==> src/pkg/dsf_pkg.sv <==
// Package with status word layout, command layout and shared types
package dsf_pkg;

  // Status word bit positions
  localparam int BIT_INIT = 0;
  localparam int BIT_CONFIG = 1;
  localparam int BIT_FAULT = 2;
  localparam int BIT_ALERT = 3;
  localparam int BIT_MOT_DIS = 4;
  localparam int BIT_REF_REQ = 5;
  localparam int BIT_LOAD_REQ = 6;
  localparam int BIT_PORT_REQ = 7;
  localparam int BIT_RDY_IDLE = 8;
  localparam int BIT_RDY_PROD = 9;
  localparam int BIT_RDY_FLU = 10;
  localparam int BIT_RDY_REF = 11;
  localparam int BIT_RDY_LOAD = 12;
  localparam int BIT_RDY_PARK = 13;
  localparam int BIT_RDY_UNPARK = 14;
  localparam int BIT_BUSY_REQ = 15;
  localparam int BIT_BUSY_ANY = 16;
  localparam int BIT_BUSY_PROD = 17;
  localparam int BIT_BUSY_FLU = 18;
  localparam int BIT_BUSY_REF = 19;
  localparam int BIT_BUSY_LOAD = 20;
  localparam int BIT_BUSY_PORT = 21;
  localparam int BIT_BUSY_PARK = 22;
  localparam int BIT_BUSY_AUTO = 23;
  localparam int BIT_PARKED = 24;
  localparam int BIT_CH_FULL = 25;
  localparam int BIT_SUCC_PULSE = 26;
  localparam int BIT_SUCC_LAST = 27;

  // Command word bit positions
  localparam int CMD_START_PROD = 2;
  localparam int CMD_CLEAR_FAULT = 5;

  // Reset values and init cycle count
  localparam logic [31:0] STATUS_RST = 32'h0000_0000;
  localparam logic [31:0] EXT_CMD_RST = 32'h0000_0000;
  localparam logic [15:0] DWELL_RST = 16'h0000;
  localparam logic [3:0] INIT_CYCLES = 4'hF;

  // Operation categories reported as busy
  typedef struct packed {
    logic autotrig;
    logic park;
    logic port;
    logic load;
    logic refer;
    logic fluidic;
    logic prod;
  } dsf_busy_type;

  // Conditions fed in by the operation sequencer
  typedef struct packed {
    logic configured;
    logic fault;
    logic alert;
    logic motion_dis;
    logic ref_req;
    logic load_req;
    logic port_req;
    logic parked;
    logic chamber_full;
    dsf_busy_type busy;
  } dsf_cond_type;

  // Dispense completion events
  typedef struct packed {
    logic done_ok;
    logic done_bad;
  } dsf_disp_type;

endpackage

==> src/rtl/dsf_status_flags.sv <==
// Status flag word and extended command word of the dispenser controller
`timescale 1ns/1ps
module dsf_status_flags
  import dsf_pkg::*;
(
  input wire logic clock,
  input wire logic resetn,
  input wire logic [31:0] command_word,
  input wire logic [31:0] extended_command_parameter,
  input wire dsf_pkg::dsf_cond_type cond,
  input wire dsf_pkg::dsf_disp_type disp,
  input wire logic [15:0] post_dwell,
  output logic [31:0] status_flag_parameter,
  output logic clear_fault_pulse,
  output logic start_prod_pulse,
  output logic ext_cmd_misuse
);
  import dsf_pkg::*;

  //////////////////////////////////////////////////////////////////////////
  // Input synchronisers

  logic [31:0] cmd_s1_r;
  logic [31:0] cmd_s2_r;
  logic [31:0] cmd_prev_r;
  logic [31:0] ext_s1_r;
  logic [31:0] ext_s2_r;
  dsf_cond_type cond_s1_r;
  dsf_cond_type cond_s2_r;
  dsf_disp_type disp_s1_r;
  dsf_disp_type disp_s2_r;
  dsf_disp_type disp_prev_r;

  // Two-stage capture of all external inputs except post_dwell
  always_ff @(posedge clock)
  begin
    if (!resetn)
    begin
      cmd_s1_r <= 32'h0000_0000;
      cmd_s2_r <= 32'h0000_0000;
      cmd_prev_r <= 32'h0000_0000;
      ext_s1_r <= EXT_CMD_RST;
      ext_s2_r <= EXT_CMD_RST;
      cond_s1_r <= '0;
      cond_s2_r <= '0;
      disp_s1_r <= '0;
      disp_s2_r <= '0;
      disp_prev_r <= '0;
    end
    else
    begin
      cmd_s1_r <= command_word;
      cmd_s2_r <= cmd_s1_r;
      cmd_prev_r <= cmd_s2_r;
      ext_s1_r <= extended_command_parameter;
      ext_s2_r <= ext_s1_r;
      cond_s1_r <= cond;
      cond_s2_r <= cond_s1_r;
      disp_s1_r <= disp;
      disp_s2_r <= disp_s1_r;
      disp_prev_r <= disp_s2_r;
    end
  end

  //////////////////////////////////////////////////////////////////////////
  // Initialization and fault state

  logic [3:0] init_cnt_r;
  logic [3:0] init_cnt_nxt;
  logic init_r;
  logic init_nxt;
  logic fault_r;
  logic fault_nxt;
  logic clr_edge;
  logic prod_edge;
  logic ok_edge;
  logic bad_edge;

  assign clr_edge = cmd_s2_r[CMD_CLEAR_FAULT] & ~cmd_prev_r[CMD_CLEAR_FAULT];
  assign prod_edge = cmd_s2_r[CMD_START_PROD] & ~cmd_prev_r[CMD_START_PROD];
  assign ok_edge = disp_s2_r.done_ok & ~disp_prev_r.done_ok;
  assign bad_edge = disp_s2_r.done_bad & ~disp_prev_r.done_bad;

  // Init count-up to INIT_CYCLES, fault latch with set priority over clear
  always_comb
  begin
    init_cnt_nxt = init_cnt_r;
    init_nxt = init_r;
    if (!init_r)
    begin
      if (init_cnt_r == INIT_CYCLES)
        init_nxt = 1'b1;
      else
        init_cnt_nxt = init_cnt_r + 4'h1;
    end
    fault_nxt = fault_r;
    if (clr_edge && fault_r)
      fault_nxt = 1'b0;
    if (cond_s2_r.fault)
      fault_nxt = 1'b1;
  end

  //////////////////////////////////////////////////////////////////////////
  // Status word assembly

  logic [31:0] stat_r;
  logic [31:0] stat_nxt;
  logic last_ok_r;
  logic last_ok_nxt;
  logic clr_r;
  logic clr_nxt;
  logic prod_r;
  logic prod_nxt;
  logic misuse_r;
  logic misuse_nxt;
  logic pulse_on;
  logic any_busy;
  logic blocked;
  logic idle_ok;

  dsf_dwell_timer u_dwell
  (
    .clock(clock),
    .resetn(resetn),
    .start(ok_edge),
    .dwell(post_dwell),
    .active(pulse_on)
  );

  always_comb
  begin
    any_busy = |cond_s2_r.busy;
    blocked = fault_r | cond_s2_r.ref_req | cond_s2_r.load_req
      | cond_s2_r.port_req;
    idle_ok = init_r & cond_s2_r.configured & ~fault_r
      & ~cond_s2_r.motion_dis & ~any_busy;
    last_ok_nxt = last_ok_r;
    if (bad_edge)
      last_ok_nxt = 1'b0;
    else if (ok_edge)
      last_ok_nxt = 1'b1;
    stat_nxt = STATUS_RST;
    stat_nxt[BIT_INIT] = init_r;
    stat_nxt[BIT_CONFIG] = cond_s2_r.configured;
    stat_nxt[BIT_FAULT] = fault_r;
    stat_nxt[BIT_ALERT] = cond_s2_r.alert;
    stat_nxt[BIT_MOT_DIS] = cond_s2_r.motion_dis;
    stat_nxt[BIT_REF_REQ] = cond_s2_r.ref_req;
    stat_nxt[BIT_LOAD_REQ] = cond_s2_r.load_req;
    stat_nxt[BIT_PORT_REQ] = cond_s2_r.port_req;
    stat_nxt[BIT_RDY_IDLE] = idle_ok;
    stat_nxt[BIT_RDY_PROD] = idle_ok & ~blocked & ~cond_s2_r.parked;
    stat_nxt[BIT_RDY_FLU] = idle_ok & ~cond_s2_r.ref_req
      & ~cond_s2_r.parked;
    stat_nxt[BIT_RDY_REF] = idle_ok;
    stat_nxt[BIT_RDY_LOAD] = idle_ok & ~cond_s2_r.ref_req
      & ~cond_s2_r.parked;
    stat_nxt[BIT_RDY_PARK] = idle_ok & ~cond_s2_r.ref_req
      & ~cond_s2_r.parked;
    stat_nxt[BIT_RDY_UNPARK] = idle_ok & cond_s2_r.parked;
    stat_nxt[BIT_BUSY_REQ] = blocked;
    stat_nxt[BIT_BUSY_ANY] = any_busy;
    stat_nxt[BIT_BUSY_PROD] = cond_s2_r.busy.prod;
    stat_nxt[BIT_BUSY_FLU] = cond_s2_r.busy.fluidic;
    stat_nxt[BIT_BUSY_REF] = cond_s2_r.busy.refer;
    stat_nxt[BIT_BUSY_LOAD] = cond_s2_r.busy.load;
    stat_nxt[BIT_BUSY_PORT] = cond_s2_r.busy.port;
    stat_nxt[BIT_BUSY_PARK] = cond_s2_r.busy.park;
    stat_nxt[BIT_BUSY_AUTO] = cond_s2_r.busy.autotrig;
    stat_nxt[BIT_PARKED] = cond_s2_r.parked;
    stat_nxt[BIT_CH_FULL] = cond_s2_r.chamber_full;
    stat_nxt[BIT_SUCC_PULSE] = pulse_on;
    stat_nxt[BIT_SUCC_LAST] = last_ok_r;
    clr_nxt = clr_edge & fault_r;
    prod_nxt = prod_edge & stat_r[BIT_RDY_PROD];
    misuse_nxt = |ext_s2_r;
  end

  // State and output registers
  always_ff @(posedge clock)
  begin
    if (!resetn)
    begin
      init_cnt_r <= 4'h0;
      init_r <= 1'b0;
      fault_r <= 1'b0;
      last_ok_r <= 1'b0;
      stat_r <= STATUS_RST;
      clr_r <= 1'b0;
      prod_r <= 1'b0;
      misuse_r <= 1'b0;
    end
    else
    begin
      init_cnt_r <= init_cnt_nxt;
      init_r <= init_nxt;
      fault_r <= fault_nxt;
      last_ok_r <= last_ok_nxt;
      stat_r <= stat_nxt;
      clr_r <= clr_nxt;
      prod_r <= prod_nxt;
      misuse_r <= misuse_nxt;
    end
  end

  assign status_flag_parameter = stat_r;
  assign clear_fault_pulse = clr_r;
  assign start_prod_pulse = prod_r;
  assign ext_cmd_misuse = misuse_r;

endmodule

==> src/rtl/dsf_dwell_timer.sv <==
// Post-operation dwell timer driving the success pulse
`timescale 1ns/1ps
module dsf_dwell_timer
  import dsf_pkg::*;
(
  input wire logic clock,
  input wire logic resetn,
  input wire logic start,
  input wire logic [15:0] dwell,
  output logic active
);

  logic [15:0] cnt_r;
  logic [15:0] cnt_nxt;
  logic active_r;
  logic active_nxt;

  // Load on start, count down to zero
  always_comb
  begin
    cnt_nxt = cnt_r;
    active_nxt = active_r;
    if (start)
    begin
      cnt_nxt = (dwell == DWELL_RST) ? 16'h0001 : dwell;
      active_nxt = 1'b1;
    end
    else if (active_r)
    begin
      cnt_nxt = cnt_r - 16'h0001;
      active_nxt = (cnt_r != 16'h0001);
    end
  end

  // Timer registers
  always_ff @(posedge clock)
  begin
    if (!resetn)
    begin
      cnt_r <= DWELL_RST;
      active_r <= 1'b0;
    end
    else
    begin
      cnt_r <= cnt_nxt;
      active_r <= active_nxt;
    end
  end

  assign active = active_r;

endmodule

==> config.mk <==
export PLATFORM = sky130hd
export DESIGN_NAME = dsf_status_flags
export DESIGN_NICKNAME = d
export VERILOG_FILES = /design/src/pkg/dsf_pkg.sv /design/src/rtl/dsf_status_flags.sv /design/src/rtl/dsf_dwell_timer.sv
export SDC_FILE = /design/constraint.sdc
export NUM_CORES = 1
export LEC_CHECK = 0
export BUFFER_PORTS_ARGS = -buffer_cell sky130_fd_sc_hd__buf_4
export CORE_AREA = 2 2 102 104
export CTS_CLUSTER_SIZE = 10
export DETAILED_ROUTE_END_ITERATION = 12
export DIE_AREA = 0 0 104 106
export HOLD_SLACK_MARGIN = 0.08
export PLACE_DENSITY = 0.88
export SLEW_MARGIN = 20
export SYNTH_ARGS = -nofsm -noshare
export SYNTH_HDL_FRONTEND = slang
export SYNTH_SLANG_ARGS = --single-unit
==> constraint.sdc <==
create_clock -name clock -period 2.51 [get_ports clock]
set_clock_uncertainty 0.15 [all_clocks]
set_input_delay 0.502 -clock clock [delete_from_list [all_inputs] [get_ports clock]]
set_output_delay 0.502 -clock clock [all_outputs]
set_load 0.02 [all_outputs]
Word level (Yosys, flattened, before mapping) --
Index checks and enable logic that the tools add are counted.
Operators by class: $add $sub $neg 2, equal/unequal tests 2, mux-type cells 9, bitwise gates (word level) 31, reduce and logical (&&, ||, !) cells 8
Operators with widths (count):
- 16-bit 2-to-1 mux | 3
- 32-bit OR reduction | 1
- 16-bit logical NOT | 1
- 16-bit by 1-bit inequality test with 1-bit output (second input constant) | 1
- 16-bit by 1-bit subtractor with 16-bit output (second input constant) | 1
- 1-bit bitwise AND | 15
- 1-bit inverter | 13
- 7-bit OR reduction | 1
- 1-bit 2-to-1 mux | 6
- 4-bit by 1-bit adder with 4-bit output (second input constant) | 1
- 4-bit equality test (second input constant) | 1
- 2-bit nonzero test | 2
- 1-bit bitwise OR | 3
- 2-bit AND reduction | 1
- 2-bit OR reduction | 1
- 1-bit logical AND | 1
Storage, ports and cells: flip-flop bits (word level) 179, bits of input ports 100, output and inout port bits 35, logic and storage cells 106

Longest topological paths before layout --
Gate-level depths: netlist (run 1).
word-level depth 6, mapped depth 6, mapped depth without buffers 6

By module --
From an unflattened synthesis (run 1), not the netlist that was laid out.
Second synthesis, totals: cells, all modules 451, area, all modules 5046.1 um2
By module, submodules not included:
- dsf_status_flags | instances 1, cells an instance 340, area an instance 4112.7 um2, seq. area each 2862.7 um2
- dsf_dwell_timer | instances 1, cells an instance 111, area an instance 933.4 um2, seq. area each 340.3 um2

Worst setup path after synthesis (run 1) --
OpenSTA, ideal clock, no wires.
path kind register to register, from register u_dwell.cnt_r[2], to register u_dwell.cnt_r[14], library setup time 74 ps, arrival 1792 ps, data required time 2286 ps, slack 494 ps, cell stages (with the launch flop) 6, path buffers 1, period minus slack after synthesis 2016 ps, cell sequence dfxtp_1 or4_1 buf_2 or3_1 or3_1 a31oi_1
On the way: cells in the longest elaborated chain, start to end 3
Ends and longest elaborated chain:
- start: declaration | line dsf_dwell_timer.sv:13 | logic [15:0] cnt_r;
- start signal: assignment | line dsf_dwell_timer.sv:45 | cnt_r <= cnt_nxt;
- 16-bit by 1-bit subtractor with 16-bit output | line dsf_dwell_timer.sv:30 | cnt_nxt = cnt_r - 16'h0001;
- 16-bit 2-to-1 mux | line dsf_dwell_timer.sv:28 | else if (active_r)
- 16-bit 2-to-1 mux | line dsf_dwell_timer.sv:23 | if (start)
No other way between the ends. The select of a mux whose other input is x is not followed. A chain may end at the register's enable or synchronous reset.

Worst setup path in the final report (run 1) --
Ends and elaborated chain as after synthesis.

==> metrics.yaml, run 1 <==
status: "completed"
p_clk_share_pct: 42.1
syn_inst: 451
setup_tns_ns: 0
cts_root_buf: "clkbuf_8"
die_y_um: 106
worstSetupEndpointType: "flop"
numCtsBuffers: 17
comb_power_share_pct: 8.1
io_pins: 135
fp-row-count: 37
die_area_mm2: 0.0110
layout.cells.non_filler: 750
placed_cell_area_mm2: 0.00579
fin_crit_sh_pct: 78.6
vias_per_cell: 4.66
crit_path_max_fanout: 7
routed_wl_mm: 10.2
route.detailed.drc: 0
place.gp.congestion: 0.840
numPortBuffers: 100
synth_cell_types: 38
syn-cell-area_mm2: 0.00496
cts_setup_buffers: 0
slew_headroom_pct: 37.6
p_leak_nw: 2.91
fp.coreArea_mm2: 0.0100
avgSynthCellArea_um2: 11.0
path_class: "flop to flop"
max_freq_mhz: 507
final_max_slew_viol_count: 0
grt_pass1_vias: 3596
grt_pass1_wl_mm: 16.5
grt_max_degree: 109
grt_setup_unrepaired: "false"
netSwitchingFraction_pct: 22.5
finalHoldViolCount: 0
clkTransAtPathRegs_ns: 0.06
drt_iter0_drc: 87
synth_seq_area_share_pct: 64.6
avgRoutedWirePerCell_um: 13.6
ctsResizeCount: 0
ys_async_sr_fraction_pct: 0
start_util_pct: 49.6
setup_viol: 0
dp.cells: 664
antenna_left: 0
die_x_um: 104
critPathLaunchType: "flop"
worst_pin_slew_ns: 0.935
post-route-cell-area_mm2: 0.00685
syn_to_final_growth_pct: 38.2
whs_ns: 0.121
synth_flop_cell: "dfxtp_1"
hold_class: "primary input to flop"
dp.final_hpwl_mm: 5.90
ys_top_cells_by_area: "dfxtp_1 65%, and2_1 16%, nor4_1 2.1%"
drive_above_1_share_pct: 21.7
synth.top_cell.area_share_pct: 64.6
yosysTopAreaCell: "dfxtp_1"
clock_sinks: 160
via_count: 3498
ctsHoldBuffers: 53
internal-power_mw: 4.23
antenna_found_initial: 1
vdd_ir_drop_max_mv: 0.403
clock_latency_ns: 0.51
synth-edff-count: 0
ys_warn_count: 0
seqPwrFrac_pct: 49.9
max-clock-path-buffers: 2
htree_levels: 4
grt-ovfl-total: 0
fin_nets: 703
post-route-min-period_ns: 1.97
power.density_mw_per_mm2: 795
grtUsageTotal_pct: 19.3
first_pass_iters: 4
p_switching_mw: 1.23
ys_seq_elements: 160
critical_path_required_ns: 2.80
drv_cap: 0
cts_tree: "yes"
cp_data_arrival_time_ns: 2.26
==> sequential cells by signal, summed over array words and instances (netlist names), 2 cells and up <==
name / flops
cmd_prev_r: 2
cmd_s1_r: 2
cmd_s2_r: 2
cond_s1_r: 16
cond_s2_r: 16
disp_prev_r: 2
disp_s1_r: 2
disp_s2_r: 2
ext_s1_r: 32
ext_s2_r: 32
init_cnt_r: 4
status_flag_parameter: 25
u_dwell.cnt_r: 16
==> final timing paths <==
| kind | slack, ns | cells past startpoint | startpoint | endpoint |
|---|---|---|---|---|
| max | 0.54 | 4 | u_dwell.cnt_r[2]$_SDFFE_PN0P_ | u_dwell.cnt_r[14]$_SDFFE_PN0P_ |
| min | 0.12 | 3 | post_dwell[1] | u_dwell.cnt_r[1]$_SDFFE_PN0P_ |
| min reg2reg | 0.28 | 1 | cond_s1_r[7]$_SDFF_PN0_ | cond_s2_r[7]$_SDFF_PN0_ |
| max reg2reg | 0.54 | 4 | u_dwell.cnt_r[2]$_SDFFE_PN0P_ | u_dwell.cnt_r[14]$_SDFFE_PN0P_ |
==> layout by cell type (no fill, tap or decap), drive strengths merged, types with 2 or more instances in the layout <==
cell	netlist	final
or3	4	4
clkbuf	20	20
nor3	9	9
and2	125	125
dlygate4sd3	0	53
a31oi	4	4
buf	8	102
nor4b	2	2
nor2	19	19
inv	5	8
nor4	17	17
a211oi	4	4
xor2	3	3
o31ai	2	2
dfxtp	160	160
nand2	6	6
ha	3	3
o21ai	13	13
or4	4	4
xnor2	8	8
nand2b	3	3
clkinvlp	0	5
nand4	5	5
a21oi	11	11
conb	1	4
clkinv	1	4
o211ai	2	2
==> stage by stage <==
step	power, mW	worst slack (ns)	util, %
2_1_floorplan	2.98	0.494	-
3_5_place_dp	3.14	0.530	57.9
6_report	5.45	0.537	68.5
5_1_grt	5.67	0.386	68.5
4_1_cts	5.48	0.537	68.5
3_3_place_gp	3.11	0.589	57.9
==> kinds of logic after synthesis <==
kind of cell,synth area share [%]
other cells,0.0756
fa+ha+maj,0.757
buf+inv,3.13
mux,0.202
simple gates,24.2
flops,64.6
compound gates,5.10
xor+xnor,1.94
==> cells in the mapped netlist, types with 3 or more instances <==
cell type and n:
nand2_1 6, and2_1 125, or4_1 4, a21oi_1 11, nor2_1 19, xor2_1 3, nand4_1 5, a211oi_1 4
a31oi_1 4, o21ai_0 13, nor3_1 9, dfxtp_1 160, or3_1 4, nor4_1 17, xnor2_1 8, inv_1 5
clkbuf_1 20, buf_4 7, ha_1 3, nand2b_1 3
==> power by group through the flow <==
| stage | clock network, mW | registers (mW) | logic (mW) |
|---|---|---|---|
| 2_1_floorplan | 0 | 2.77 | 0.208 |
| 3_3_place_gp | 0 | 2.76 | 0.351 |
| 3_5_place_dp | 0 | 2.77 | 0.366 |
| 4_1_cts | 2.33 | 2.72 | 0.435 |
| 5_1_grt | 2.45 | 2.73 | 0.484 |
| 6_report | 2.29 | 2.72 | 0.441 |
==> layer usage <==
metal / up-vias / wire length [um] / track usage (%)
met2: 101 / 5400 / 35.5
li1: 1780 / - / -
met5: - / 0 / 0
met1: 1603 / 4110 / 20.1
met3: 14 / 464 / 6.56
met4: 0 / 198 / 8.01
==> cell type report <==
class	count	area, um2
tap	136	170
timing repair buffer	155	1310
multi-input combinational	260	1610
clock buffer	20	425
fill	731	3150
clock inverter	12	109
inverter	6	22.5
antenna	1	2.50
sequential	160	3200
==> critical path: stages (launching register included) <==
cell,delay [ns]
dfxtp_1,0.37
or4_1,0.55
or3_1,0.37
or3_1,0.31
a31oi_1,0.16
No activity file was read; power rests on OpenSTA's default activity.
==> run 2: changes to the inputs <==
- ABC_AREA: not set -> 1
- CORE_AREA: 2 2 102 104 -> 2 2 112 114
- DIE_AREA: 0 0 104 106 -> 0 0 114 116
- PLACE_DENSITY: 0.88 -> 0.84
- clock period: 2.51 -> 1.73 ns (I/O delays scaled with it)
==> metrics.yaml, run 2 <==
cp_common_cell: "nand2_1"
crit_slowest_cell: "dfxtp_1"
ys_top_cells_by_area: "dfxtp_1 58%, nand2_1 12%, inv_1 11%"
critPathLaunchType: "flop"
power.density_mw_per_mm2: 1100  # +38%
yosysTopAreaCell: "dfxtp_1"
hold_class: "primary input to flop"
crit_chain: "inv_2, ha_1, nand2_2, nor2_4, nand2_1, nand2_1, nand2_1, a21oi_1, nor2_1"
clkTransAtPathRegs_ns: 0.07  # about the same
internal-power_mw: 6.18  # +46%
dp.final_hpwl_mm: 6.92  # +17%
fin_crit_sh_pct: 90.8  # +12 points
seqPwrFrac_pct: 47.9  # -2.0 points
post-route-cell-area_mm2: 0.00751  # +9.6%
comb_power_share_pct: 11.0  # +2.9 points
antenna_found_initial: 1  # unchanged
max-clock-path-buffers: 2  # unchanged
grt_pass1_vias: 4263  # +19%
synth_cell_types: 35  # -7.9%
fill_cells: 956  # +31%
fp-row-count: 40  # +8.1%
numCtsBuffers: 17  # unchanged
drv_cap: 0  # unchanged
vias_per_cell: 4.37  # -6.3%
cts_root_buf: "clkbuf_16"
p_switching_mw: 2.06  # +68%
dp.cells: 909  # +37%
clock_latency_ns: 0.41  # -0.10 ns
ys_warn_count: 0  # unchanged
syn_inst: 679  # +51%
place.gp.congestion: 0.866  # +3.1%
synth.top_cell.area_share_pct: 58.0  # -6.6 points
avgRoutedWirePerCell_um: 11.4  # -16%
grt_max_degree: 54  # -50%
grtUsageTotal_pct: 18.2  # -1.1 points
start_util_pct: 46.4  # -3.2 points
crit_buf_inv: 1  # +1
status: "completed"
ys_async_sr_fraction_pct: 0  # unchanged
ff2ff_setup_slack_ns: 0.16  # -0.38 ns
worstSetupEndpointType: "flop"
final_max_slew_viol_count: 0  # unchanged
grt_pass1_wl_mm: 19.0  # +15%
ys_seq_elements: 160  # unchanged
final_common_cell: "nand2_1"
fp.coreArea_mm2: 0.0119  # +19%
mostFrequentLayoutCells: "175 x nand2_1, 160 x dfxtp_1, 156 x inv_1, 104 x buf_4, 56 x dlygate4sd3_1"
htree_levels: 4  # unchanged
p_leak_nw: 4.23  # +45%
numPortBuffers: 100  # unchanged
critical_path.top_delay_family: "simple AND/OR/NAND/NOR gates"
die_y_um: 116  # +9.4%
drt_iter0_drc: 184  # +110%
layout.cells.non_filler: 998  # +33%
die_area_mm2: 0.0132  # +20%
io_pins: 135  # unchanged
grt-ovfl-total: 0  # unchanged
synth_seq_area_share_pct: 58.0  # -6.6 points
synth.most_common_cell: "nand2_1"
placed_cell_area_mm2: 0.00640  # +11%
via_count: 4363  # +25%
avgSynthCellArea_um2: 8.14  # -26%
syn_to_final_growth_pct: 35.9
syn-cell-area_mm2: 0.00553  # +11%
fin_nets: 940  # +34%
netSwitchingFraction_pct: 25.0  # +2.6 points
max_freq_mhz: 637  # +26%
cp_data_arrival_time_ns: 1.73  # -0.53 ns
synth_flop_cell: "dfxtp_1"
synthTopCellsByCount: "176 x nand2_1, 160 x dfxtp_1, 157 x inv_1"
finalHoldViolCount: 0  # unchanged
clock_sinks: 160  # unchanged
p_clk_share_pct: 41.1  # -1.0 points
setup_tns_ns: 0  # unchanged
setup_viol: 0  # unchanged
post-route-min-period_ns: 1.57  # -0.402 ns
drive_above_1_share_pct: 20.1  # -1.6 points
routed_wl_mm: 11.3  # +11%
crit_path_max_fanout: 7  # unchanged
synth-edff-count: 0  # unchanged
cts_tree: "yes"
route.detailed.drc: 0  # unchanged
critical_path_required_ns: 1.89  # -0.91 ns
path_class: "flop to flop"
first_pass_iters: 5  # +1
setup_ws_ns: 0.159  # -0.378 ns
slowest_delay_ns: 0.33  # -0.22 ns
antenna_left: 0  # unchanged
die_x_um: 114  # +9.6%
vdd_ir_drop_max_mv: 0.752  # +87%
dpl_worst_slack_ns: 0.155  # -0.375 ns
-- run 2: changes by cell type in the layout (fill, tap and decap cells not counted), sizes merged, moves of 7 or more --
cell and delta:
nand2 +174, inv +161, and2 -125, nor2 +42
nand3 +18, o21ai +10, nor4 -9, xnor2 -8
nor3 -7
-- run 2: cell families (layout without fill, tap and decap cells) --
group / Yosys count / count (layout) / share of synthesized area (%)
and+or+nand+nor: 276 / 276 / 21.8
adders and majority gates: 3 / 3 / 0.679
buffers and inverters: 191 / 359 / 14.1
xor gates and xnor gates: 1 / 1 / 0.159
AOI/OAI and AO/OA: 47 / 47 / 5.18
DFF: 160 / 160 / 58.0
other: 1 / 5 / 0.0679
-- run 2: path summary, 6_finish.rpt --
kind,from,end,depth (start not counted)
setup / recovery,u_dwell.cnt_r[0]$_SDFFE_PN0P_,u_dwell.cnt_r[8]$_SDFFE_PN0P_,9
hold / removal,post_dwell[3],u_dwell.cnt_r[3]$_SDFFE_PN0P_,2
setup reg to reg,u_dwell.cnt_r[0]$_SDFFE_PN0P_,u_dwell.cnt_r[8]$_SDFFE_PN0P_,9
hold reg to reg,cmd_prev_r[2]$_SDFF_PN0_,start_prod_pulse$_SDFF_PN0_,1
-- run 2: layer usage --
metal / routed length [um] / global-route usage, % / part of all wire, % / up-vias
met5: 0 / 0 / 0 / -
li1: - / - / - / 2295
met1: 4670 / 20.9 / 41 / 1926
met4: 253 / 8.46 / 2.2 / 0
met2: 5940 / 32.2 / 52 / 118
met3: 462 / 4.18 / 4.1 / 24
-- run 2: per-stage QoR --
step	power (mW)	hold slack, ns	util [%]
3_5_place_dp	4.81	0.226	53.7
4_1_cts	8.29	0.0852	63.0
5_1_grt	8.61	0.0859	63.0
2_1_floorplan	4.54	0.216	-
3_3_place_gp	4.78	0.218	53.7
6_report	8.24	0.0948	63.0
-- run 2: timing repair --
item | 4_1_cts | 5_1_grt
hold buffers | 56 | 0
hold endpoints to repair | 56 | 0
setup buffers | 0 | 0
resized for setup | 0 | 2
setup endpoints to repair | 0 | 4
-- run 2: layout make-up --
class	instances	area [um2]	area share (%)
Clock buffer	18	439	5.85
Multi-Input combinational cell	331	1560	20.7
Clock inverter	14	105	1.40
Inverter	164	618	8.23
Antenna cell	1	2.50	0.0333
Timing Repair Buffer	163	1400	18.7
Sequential cell	160	3200	42.7
Tap cell	147	184	2.45
-- run 2: power groups by stage --
stage	combinational [mW]	sequential, mW	clock, mW
after floorplan	0.511	4.03	0
after global placement	0.764	4.02	0
after detailed placement	0.784	4.03	0
after CTS	0.891	3.94	3.45
after global routing	1.02	3.96	3.62
final	0.910	3.95	3.38
==> run 3: changes to the inputs <==
- CORE_AREA: 2 2 112 114 -> 2 2 139 141
- DIE_AREA: 0 0 114 116 -> 0 0 141 143
- PLACE_DENSITY: 0.84 -> 0.62
==> metrics.yaml, run 3 (same netlist as run 2, synthesis figures left out) <==
fin_crit_sh_pct: 93.0  # +2.2 points
place.gp.congestion: 0.834  # -3.7%
antenna_cells: 0  # -1
cp_common_cell: "nand2_1"
grt-ovfl-total: 0  # unchanged
critical_path_required_ns: 1.89  # about the same
whs_ns: 0.110  # +0.0153 ns
netSwitchingFraction_pct: 25.6  # +0.59 points
max-clock-path-buffers: 2  # unchanged
grtUsageTotal_pct: 11.8  # -6.4 points
setup_tns_ns: 0  # unchanged
antenna_found_initial: 0  # -1
die_y_um: 143  # +23%
grt_pass1_vias: 3967  # -6.9%
die_area_mm2: 0.0202  # +52%
vias_per_cell: 3.91  # -11%
p_clk_share_pct: 41.5  # +0.4 points
numCtsBuffers: 17  # unchanged
cts_tree: "yes"
fp-row-count: 50  # +25%
fp.coreArea_mm2: 0.0186  # +56%
drv_cap: 0  # unchanged
antenna_left: 0  # unchanged
routed_wl_mm: 11.2  # -1.1%
avgRoutedWirePerCell_um: 10.3  # -9.3%
grt_setup_unrepaired: "false"
grt_max_degree: 66  # +22%
finalHoldViolCount: 0  # unchanged
htree_levels: 4  # unchanged
setup_viol: 0  # unchanged
numPortBuffers: 100  # unchanged
final_max_slew_viol_count: 0  # unchanged
dp.cells: 997  # +9.7%
max_freq_mhz: 622  # -2.4%
crit_chain: "inv_1, ha_2, nand2_1, nor2_4, nand2_1, nand2_1, nand2_1, a21oi_1, nor2_1"
clock_latency_ns: 0.42  # about the same
seqPwrFrac_pct: 47.5  # -0.4 points
drt_iter0_drc: 157  # -15%
comb_power_share_pct: 10.9  # about the same
cts_setup_buffers: 0  # unchanged
cts_root_buf: "clkbuf_16"
crit_slowest_cell: "dfxtp_1"
mostFrequentLayoutCells: "176 x nand2_1, 160 x dfxtp_1, 156 x inv_1, 105 x buf_4, 59 x dlygate4sd3_1"
status: "completed"
io_pins: 135  # unchanged
crit_path_max_fanout: 7  # unchanged
cp_data_arrival_time_ns: 1.77  # +0.04 ns
start_util_pct: 29.7  # -17 points
power.density_mw_per_mm2: 1080  # -1.3%
slowest_delay_ns: 0.35  # +0.02 ns
syn_to_final_growth_pct: 38.6
critPathLaunchType: "flop"
internal-power_mw: 6.17  # -0.13%
route.detailed.drc: 0  # unchanged
fin_nets: 944  # +0.43%
setup_ws_ns: 0.121  # -0.0379 ns
via_count: 4253  # -2.5%
die_x_um: 141  # +24%
grt_pass1_wl_mm: 18.6  # -2.2%
p_leak_nw: 4.25  # +0.45%
worstSetupEndpointType: "flop"
post-route-min-period_ns: 1.61  # +0.0379 ns
dp.final_hpwl_mm: 7.55  # +9.0%
clock_sinks: 160  # unchanged
p_switching_mw: 2.13  # +3.1%
vdd_ir_drop_max_mv: 0.693  # -7.8%
path_class: "flop to flop"
final_common_cell: "nand2_1"
first_pass_iters: 4  # -1
layout.cells.non_filler: 1088  # +9.0%
dpl_worst_slack_ns: 0.119  # -0.0357 ns
hold_class: "primary input to flop"
clkTransAtPathRegs_ns: 0.07  # about the same
drive_above_1_share_pct: 20.1  # +0.023 points
-- run 3: layout make-up --
cell class / count / area [um2]
fillers: 1812 / 10900
inverters: 164 / 618
clock buffers: 17 / 425
clock inverters: 15 / 128
flip-flops and latches: 160 / 3200
repair buffers: 167 / 1440
well taps: 234 / 293
multi-input cells: 331 / 1560
-- run 3: timing repair --
item                                    in CTS  in global routing
resized for setup                            0                  2
hold endpoints to repair                    59                  0
hold buffers                                59                  0
endpoints found under the setup margin       0                  4
-- run 3: per-stage QoR --
stage / total power [mW] / util, % / instance area, um2
finish: 8.29 / 41.2 / 7660
global route: 8.72 / 41.2 / 7660
CTS: 8.42 / 41.2 / 7660
detailed placement: 4.82 / 35.1 / 6520
global placement: 4.81 / 35.1 / 6520
floorplan: 4.54 / - / 5540
-- run 3: critical path, delay by kind of cell, from the launching register on --
family,cells,cell delay (ns)
AND/OR/NAND/NOR,6,0.58
flip-flops,1,0.35
AO/OA/AOI/OAI,1,0.13
buffers and inverters,1,0.10
adder cells (fa/ha/maj),1,0.20
-- run 3: routing by layer --
metal / vias to the layer above / share of wire [%] / track usage, %
li1: 2302 / - / -
met1: 1850 / 46 / 14.0
met2: 86 / 48 / 19.4
met3: 15 / 3.8 / 3.39
met4: 0 / 2.1 / 5.89
met5: - / 0 / 0
-- run 3: final timing paths --
| check | from | depth (start not counted) | slack [ns] | endpoint |
|---|---|---|---|---|
| worst max-delay path | u_dwell.cnt_r[1]$_SDFFE_PN0P_ | 9 | 0.12 | u_dwell.cnt_r[8]$_SDFFE_PN0P_ |
| worst min-delay path | post_dwell[0] | 3 | 0.11 | u_dwell.cnt_r[0]$_SDFFE_PN0P_ |
| worst max register to register | u_dwell.cnt_r[1]$_SDFFE_PN0P_ | 9 | 0.12 | u_dwell.cnt_r[8]$_SDFFE_PN0P_ |
| worst min register to register | cmd_prev_r[2]$_SDFF_PN0_ | 1 | 0.24 | start_prod_pulse$_SDFF_PN0_ |
-- run 3: power groups by stage --
| stage | registers, mW | logic (mW) | clock network, mW |
|---|---|---|---|
| final | 3.94 | 0.906 | 3.45 |
| after global placement | 4.02 | 0.787 | 0 |
| after floorplan | 4.03 | 0.511 | 0 |
| after global routing | 3.96 | 1.02 | 3.74 |
| after CTS | 3.94 | 0.908 | 3.57 |
| after detailed placement | 4.02 | 0.798 | 0 |
